$ cat src/clk_ctrl_pkg.sv
// constants for the system clock prescale and select block
// assumes a single 200 MHz sys_clk and fuse levels held stable at reset
package clk_ctrl_pkg;
   localparam logic [3:0] SRC_EXTERNAL = 4'h0;
   localparam logic [3:0] SRC_RC_CAL = 4'h2;
   localparam logic [1:0] SUT_FAST = 2'h0;
   localparam logic [1:0] SUT_MEDIUM = 2'h1;
   localparam logic [1:0] SUT_SLOW = 2'h2;
   localparam logic [1:0] ADDR_TRIM = 2'h0;
   localparam logic [1:0] ADDR_DIVCTL = 2'h1;
   localparam logic [1:0] ADDR_STATUS = 2'h2;
   localparam int CHG_BIT = 7;
   localparam logic [3:0] DIV_RESET_PLAIN = 4'h0;
   localparam logic [3:0] DIV_RESET_BY8 = 4'h3;
   localparam logic [3:0] DIV_MAX_CODE = 4'h8;
   localparam logic [2:0] CHG_WINDOW = 3'h4;
   localparam logic [7:0] WAKE_CYCLES = 8'h06;
   localparam logic [7:0] RESET_CYCLES = 8'h0e;
   localparam int CLK_PERIOD_PS = 5000;
   localparam int DELAY_MEDIUM_US = 4100;
   localparam int DELAY_SLOW_US = 65000;
   localparam int DELAY_MEDIUM_CYC = DELAY_MEDIUM_US * 1000 / (CLK_PERIOD_PS / 1000);
   localparam int DELAY_SLOW_CYC = DELAY_SLOW_US * 1000 / (CLK_PERIOD_PS / 1000);
   typedef enum logic [1:0] {ST_RESET_WAIT, ST_WAKE_WAIT, ST_RUN, ST_SLEEP} start_state_t;
endpackage

$ cat src/clk_ctrl.sv
// system clock prescaler, clock output, start-up delay and rc trim register
// assumes synchronous fuse inputs and a one-cycle strobe register port
//
// The register addresses and strobed register access are this design's own decisions.
`timescale 1ns/10ps
module clk_ctrl
   import clk_ctrl_pkg::*;
#(
   parameter int MEDIUM_DELAY = DELAY_MEDIUM_CYC,
   parameter int SLOW_DELAY = DELAY_SLOW_CYC,
   parameter logic [7:0] FACTORY_TRIM = 8'h5a
) (
   input wire logic sys_clk,
   input wire logic reset,
   input wire logic [3:0] clock_source_select_fuses,
   input wire logic [1:0] startup_delay_fuses,
   input wire logic clock_output_fuse,
   input wire logic divide_by_eight_fuse,
   input wire logic sleep_enter,
   input wire logic wake_event,
   input wire logic async_timer_external_clock_enable,
   input wire logic timer_osc_request,
   input wire logic [1:0] reg_addr,
   input wire logic [7:0] reg_wdata,
   input wire logic reg_wr,
   input wire logic reg_rd,
   output logic [7:0] reg_rdata,
   output logic clock_output_pin,
   output logic clock_output_pin_oe,
   output logic io_clock_domain,
   output logic converter_clock_domain,
   output logic core_clock_domain,
   output logic program_memory_clock_domain,
   output logic use_external_input,
   output logic timer_osc_enable,
   output logic timer_osc_pin_external,
   output logic cpu_ready,
   output logic [7:0] rc_oscillator_trim
);
   logic [7:0] rc_trim_r;
   logic [3:0] div_r, div_nxt, div_act_r;
   logic chg_en_r;
   logic [2:0] chg_cnt_r;
   logic [7:0] cnt_r;
   logic [7:0] rdata_r;
   logic clk_div_r;
   logic [31:0] start_cnt_r;
   logic pend_r;
   start_state_t state_r;
   wire wr_trim = reg_wr && reg_addr == ADDR_TRIM;
   wire wr_div = reg_wr && reg_addr == ADDR_DIVCTL;
   wire unlock_wr = wr_div && reg_wdata == 8'h80;
   wire div_wr = wr_div && chg_en_r && !reg_wdata[CHG_BIT];
   wire [31:0] reset_extra = startup_delay_fuses == SUT_MEDIUM ? MEDIUM_DELAY :
      startup_delay_fuses == SUT_SLOW ? SLOW_DELAY : 0;
   wire [31:0] reset_total = reset_extra + 32'(RESET_CYCLES);
   wire [7:0] half = 8'((9'h1 << div_act_r) >> 1);
   wire div_one = div_act_r == 4'h0;
   wire at_edge = div_one || cnt_r == half - 8'h01;
   wire gated = clk_div_r && state_r == ST_RUN;
   wire [3:0] div_boot = divide_by_eight_fuse ? DIV_RESET_BY8 : DIV_RESET_PLAIN;

   assign div_nxt = reg_wdata[3:0];
   assign use_external_input = clock_source_select_fuses == SRC_EXTERNAL;
   assign timer_osc_enable = timer_osc_request &&
      clock_source_select_fuses == SRC_RC_CAL;
   assign timer_osc_pin_external = timer_osc_enable && async_timer_external_clock_enable;
   logic [3:0] domain_clk;
   for (genvar i = 0; i < 4; i++) begin : g_domain
      assign domain_clk[i] = gated;
   end
   assign io_clock_domain = domain_clk[0];
   assign converter_clock_domain = domain_clk[1];
   assign core_clock_domain = domain_clk[2];
   assign program_memory_clock_domain = domain_clk[3];
   assign clock_output_pin = div_one ? sys_clk : clk_div_r;
   assign clock_output_pin_oe = clock_output_fuse;
   assign cpu_ready = state_r == ST_RUN;
   assign rc_oscillator_trim = rc_trim_r;
   assign reg_rdata = rdata_r;

   always_ff @(posedge sys_clk) begin
      if (reset) begin
         rc_trim_r <= FACTORY_TRIM;
      end else if (wr_trim) begin
         rc_trim_r <= reg_wdata;
      end
   end

   always_ff @(posedge sys_clk) begin
      if (reset) begin
         chg_en_r <= 1'b0;
         chg_cnt_r <= 3'h0;
      end else if (div_wr || (chg_en_r && chg_cnt_r == CHG_WINDOW - 3'h1)) begin
         chg_en_r <= 1'b0;
      end else if (unlock_wr && !chg_en_r) begin
         chg_en_r <= 1'b1;
         chg_cnt_r <= 3'h0;
      end else if (chg_en_r) begin
         chg_cnt_r <= chg_cnt_r + 3'h1;
      end
   end

   always_ff @(posedge sys_clk) begin
      if (reset) begin
         div_r <= div_boot;
         pend_r <= 1'b1;
      end else if (div_wr) begin
         div_r <= div_nxt;
         pend_r <= 1'b1;
      end else if (pend_r && at_edge && !clk_div_r) begin
         pend_r <= 1'b0;
      end
   end

   // divider swaps rate only at the end of a low phase, so no short pulse
   always_ff @(posedge sys_clk) begin
      if (reset) begin
         div_act_r <= div_boot;
         cnt_r <= 8'h00;
         clk_div_r <= 1'b0;
      end else if (at_edge) begin
         cnt_r <= 8'h00;
         clk_div_r <= !clk_div_r;
         if (!clk_div_r && pend_r) begin
            div_act_r <= div_r > DIV_MAX_CODE ? DIV_MAX_CODE : div_r;
         end
      end else begin
         cnt_r <= cnt_r + 8'h01;
      end
   end

   // start-up sequencing
   always_ff @(posedge sys_clk) begin
      if (reset) begin
         state_r <= ST_RESET_WAIT;
         start_cnt_r <= 32'h0;
      end else begin
         unique case (state_r)
            ST_RESET_WAIT: begin
               start_cnt_r <= start_cnt_r + 32'h1;
               if (start_cnt_r + 32'h1 >= reset_total) begin
                  state_r <= ST_RUN;
               end
            end
            ST_RUN: begin
               if (sleep_enter) begin
                  state_r <= ST_SLEEP;
               end
            end
            ST_SLEEP: begin
               start_cnt_r <= 32'h0;
               if (wake_event) begin
                  state_r <= ST_WAKE_WAIT;
               end
            end
            ST_WAKE_WAIT: begin
               start_cnt_r <= start_cnt_r + 32'h1;
               if (start_cnt_r + 32'h1 >= 32'(WAKE_CYCLES)) begin
                  state_r <= ST_RUN;
               end
            end
         endcase
      end
   end

   always_ff @(posedge sys_clk) begin
      if (reset) begin
         rdata_r <= 8'h00;
      end else if (reg_rd) begin
         unique case (reg_addr)
            ADDR_TRIM: rdata_r <= rc_trim_r;
            ADDR_DIVCTL: rdata_r <= {chg_en_r, 3'h0, div_r};
            ADDR_STATUS: rdata_r <= {6'h00, state_r};
            default: rdata_r <= 8'h00;
         endcase
      end else begin
         rdata_r <= 8'h00;
      end
   end

   // helper counters for the checks below
   logic [3:0] open_len_r;
   logic [7:0] phase_len_r;
   logic div_clk_q_r;
   logic [31:0] boot_len_r;

   always_ff @(posedge sys_clk) begin
      if (reset || !chg_en_r) begin
         open_len_r <= 4'h0;
      end else begin
         open_len_r <= open_len_r + 4'h1;
      end
   end

   always_ff @(posedge sys_clk) begin
      div_clk_q_r <= clk_div_r;
      if (reset || clk_div_r != div_clk_q_r) begin
         phase_len_r <= 8'h00;
      end else begin
         phase_len_r <= phase_len_r + 8'h01;
      end
   end

   always_ff @(posedge sys_clk) begin
      if (reset) begin
         boot_len_r <= 32'h0;
      end else if (state_r == ST_RESET_WAIT) begin
         boot_len_r <= boot_len_r + 32'h1;
      end
   end
endmodule

$ cat config.mk
export PLATFORM = sky130hd
export DESIGN_NAME = clk_ctrl
export DESIGN_NICKNAME = d
export VERILOG_FILES = /design/src/clk_ctrl_pkg.sv /design/src/clk_ctrl.sv
export SDC_FILE = /design/constraint.sdc
export NUM_CORES = 1
export LEC_CHECK = 0
export BUFFER_PORTS_ARGS = -buffer_cell sky130_fd_sc_hd__clkbuf_2
export CORE_ASPECT_RATIO = 0.8
export CORE_MARGIN = 1
export CORE_UTILIZATION = 50
export DETAILED_ROUTE_END_ITERATION = 6
export GPL_ROUTABILITY_DRIVEN = 0
export GPL_TIMING_DRIVEN = 0
export PLACE_DENSITY_LB_ADDON = 0.12
export SETUP_SLACK_MARGIN = 0.3
export SYNTH_ARGS = -nofsm -noshare
export SYNTH_HDL_FRONTEND = slang
export SYNTH_SLANG_ARGS = --single-unit
$ cat constraint.sdc
create_clock -name sys_clk -period 4 [get_ports sys_clk]
set_input_delay 1.2 -clock sys_clk [delete_from_list [all_inputs] [get_ports sys_clk]]
set_output_delay 1.2 -clock sys_clk [all_outputs]
set_load 0.05 [all_outputs]
==> run summary <==
Final setup fails: 0
R2r startpoint: start_cnt_r[13]
Met1 wire length: 5810 microns
# hold bufs at CTS: 0
Post-synthesis mux area share: 0.0358
Die width: 108 microns
Post-Route WL: 12400 microns
Die Y: 86.9 microns
Worst setup path startpoint: sys_clk
Initial antenna violation count: 0
GRT Overall Usage: 0.278
Post-synth EDFFs: 8
Clock Pin Slew Worst Setup and Hold Paths: 0.08 ns
Largest family of logic cells by synthesized area: simple AND/OR/NAND/NOR gates
P_int: 0.00130 W
Worst-margin pin slew: 0.760 ns
Total number of vias: 4491
Combinational power share: 0.100
Vias in the first global route: 4178
Layout Nets: 678
Number of diodes: 0
Synth area leaders: dfxtp_1 (28%), nor2_1 (5.9%), ha_1 (5.8%)
Clock power frac: 0.462
Starting Density: 0.524
TNS Setup: 0 ns
Status: finished clean
Rows: 30
Synth Area in XOR/XNOR: 0.0739
Drt first-iter violations: 502
DR WL/cell: 16.6 microns
Antenna-violating nets left: 0
Final Hold Viols: 0
Drt drc: 0
First-pass GRT wire length: 20000 microns
1st-pass router iterations: 5
Switch Pwr: 0.000458 W
Hpwl dp: 9020 microns
Number of fill cells: 798
Crit. End Element: output port
Simple-Gate Fraction of Synth Area: 0.294
Critical Path Source Type: clock port
Worst-skew pair later-pin latency: 0.47 ns
Max layer used: met4
Number of distinct library cells after synthesis: 54
Remaining Overflow, GRT: 0
Critical Path AT: 2.62 ns
Area delta synth->final: 15.9%
# IOs: 52
Via/cell ratio: 6.00
Count leader, synth: nor2_1
Pins Over Slew Limit: 0
Yosys top cell by area: dfxtp_1
Hold WC Path Type: flip-flop to flip-flop
Die area: 0.00940 sq mm
Syn Area/Cell: 7.96 sq um
Share of Yosys cell area claimed by the top area cell type: 0.284
Synth warn: 0
Max Clock Skew: 0.00815 ns
RR Endpoint: state_r[1]
Post-Synthesis Cells: 566
DR WL met3: 1050 microns
Share of post-route cells with drive strength above 1: 0.159
Yosys reg bits: 72
Buffers on Ports: 49
Non-filler cells, final: 748
Critical Setup Path Class: clock port to output port
Compound-Gate Fraction of Synth Area: 0.142
CTS tree: done
Inst Count DP: 727
Post-synth top cells: nor2_1 (71), dfxtp_1 (64), a21oi_1 (35), clkbuf_1 (35), nand3_1 (33)
CORE AREA: 0.00860 sq mm
Peak VDD IR: 295 uV
Largest net degree at the start of global routing: 14
Synth Area in Adders: 0.0605
Sequential Power Share: 0.438
Most used DFF post-synth: dfxtp_1
Worst Setup EP: clock_output_pin
R2r setup slk: 0.54 ns
P_leak: 2.05 nW
Worst Path Required: 2.80 ns
Met2 WL post-DR: 5370 microns
Switching Share: 0.261
Max transition margin: 0.489
Synth Net Count: 613
RSZ-0062 raised after global routing: yes
Asr flop ratio synth: 0
Worst reg2reg path depth: 11
P per Cell Area: 336 mW/mm^2
Register area share after synthesis: 0.338
Max cap viols: 0
Crit-path max FO: 2
Post-Syn Area: 0.00451 sq mm
## per-stage QoR
step / hold slack [ns] / setup slack [ns] / power [W] / util / area, sq um
final: 0.487 / 0.181 / 0.00175 / 0.607 / 5220
after global routing: 0.504 / 0.164 / 0.00181 / 0.607 / 5220
after CTS: 0.487 / 0.136 / 0.00174 / 0.604 / 5190
after detailed placement: 0.467 / 0.333 / 0.000973 / 0.570 / 4900
after global placement: 0.464 / 0.333 / 0.000966 / 0.570 / 4900
after floorplan: 0.457 / 0.0490 / 0.000920 / - / 4520
## cell families after synthesis
logic type               after synthesis
XOR/XNOR                              38
multiplexers                          16
buffers and inverters                 63
AND/OR/NAND/NOR                      249
adder cells (fa/ha/maj)               22
flip-flops                            72
AO/OA/AOI/OAI                        106
## power groups by stage
stage	Combinational (W)	Clock (W)	Sequential (W)
after floorplan	0.000109	0.0000125	0.000798
after global placement	0.000169	0.0000143	0.000783
after detailed placement	0.000174	0.0000143	0.000784
after CTS	0.000175	0.000797	0.000767
after global routing	0.000195	0.000847	0.000770
final	0.000176	0.000810	0.000767
## critical path, cell delays in order
cell	delay, ns
buf_8	0.10
buf_8	0.10
mux2_4	0.27
buf_8	0.15
## final cells by class
type	count	area [sq um]	share of cell area
buffer	43	185	0.0355
clock buffer	15	211	0.0405
sequential	72	1520	0.291
timing repair buffer	50	255	0.0489
inverter	20	78.8	0.0151
multi-input combinational	431	2740	0.526
clock inverter	5	85.1	0.0163
tap	112	140	0.0268
## timing repair
action,4_1_cts,5_1_grt
pin swaps,0,1
gates resized for setup,3,9
setup buffers,0,2
setup endpoints to repair,5,5
## layout by cell type (no fill, tap or decap), types with 6 or more instances in the layout
master	instances
o21ai_0	30
a21oi_1	35
clkbuf_2	51
nor2_1	71
or4_1	6
mux2i_1	15
nand3_1	33
clkbuf_8	10
buf_4	6
nor2b_1	9
edfxtp_1	8
nor4_1	15
xnor2_1	26
and2_1	6
nand4_1	16
dfxtp_1	64
a22oi_1	7
ha_1	21
a31oi_1	12
clkbuf_1	33
nor3_1	19
and3_1	8
inv_1	19
nand2_1	28
xor2_1	12
## worst min-delay path by stage
stage | start | end | slack (ns) | depth (start not counted)
floorplan | chg_cnt_r[2] | chg_cnt_r[2] | 0.46 | 2
global placement | rc_oscillator_trim[6] | reg_rdata[6] | 0.46 | 1
detailed placement | rc_oscillator_trim[6] | reg_rdata[6] | 0.47 | 1
CTS | rc_oscillator_trim[6] | reg_rdata[6] | 0.49 | 1
global route | rc_oscillator_trim[6] | reg_rdata[6] | 0.50 | 1
finish | rc_oscillator_trim[6] | reg_rdata[6] | 0.49 | 1
## layer usage
| layer | vias up | GRT usage |
|---|---|---|
| met5 | - | 0 |
| met4 | 0 | 0.0971 |
| li1 | 2174 | - |
| met1 | 2093 | 0.377 |
| met3 | 22 | 0.0800 |
| met2 | 202 | 0.422 |
## sequential cells by signal (all words and copies together), names as in the netlist
register / count
start_cnt_r: 32
cnt_r: 8
rc_oscillator_trim: 8
reg_rdata: 8
div_act_r: 4
div_r: 4
chg_cnt_r: 3
state_r: 2
chg_en_r: 1
clk_div_r: 1
pend_r: 1
Power figures use the tool's default switching activity.
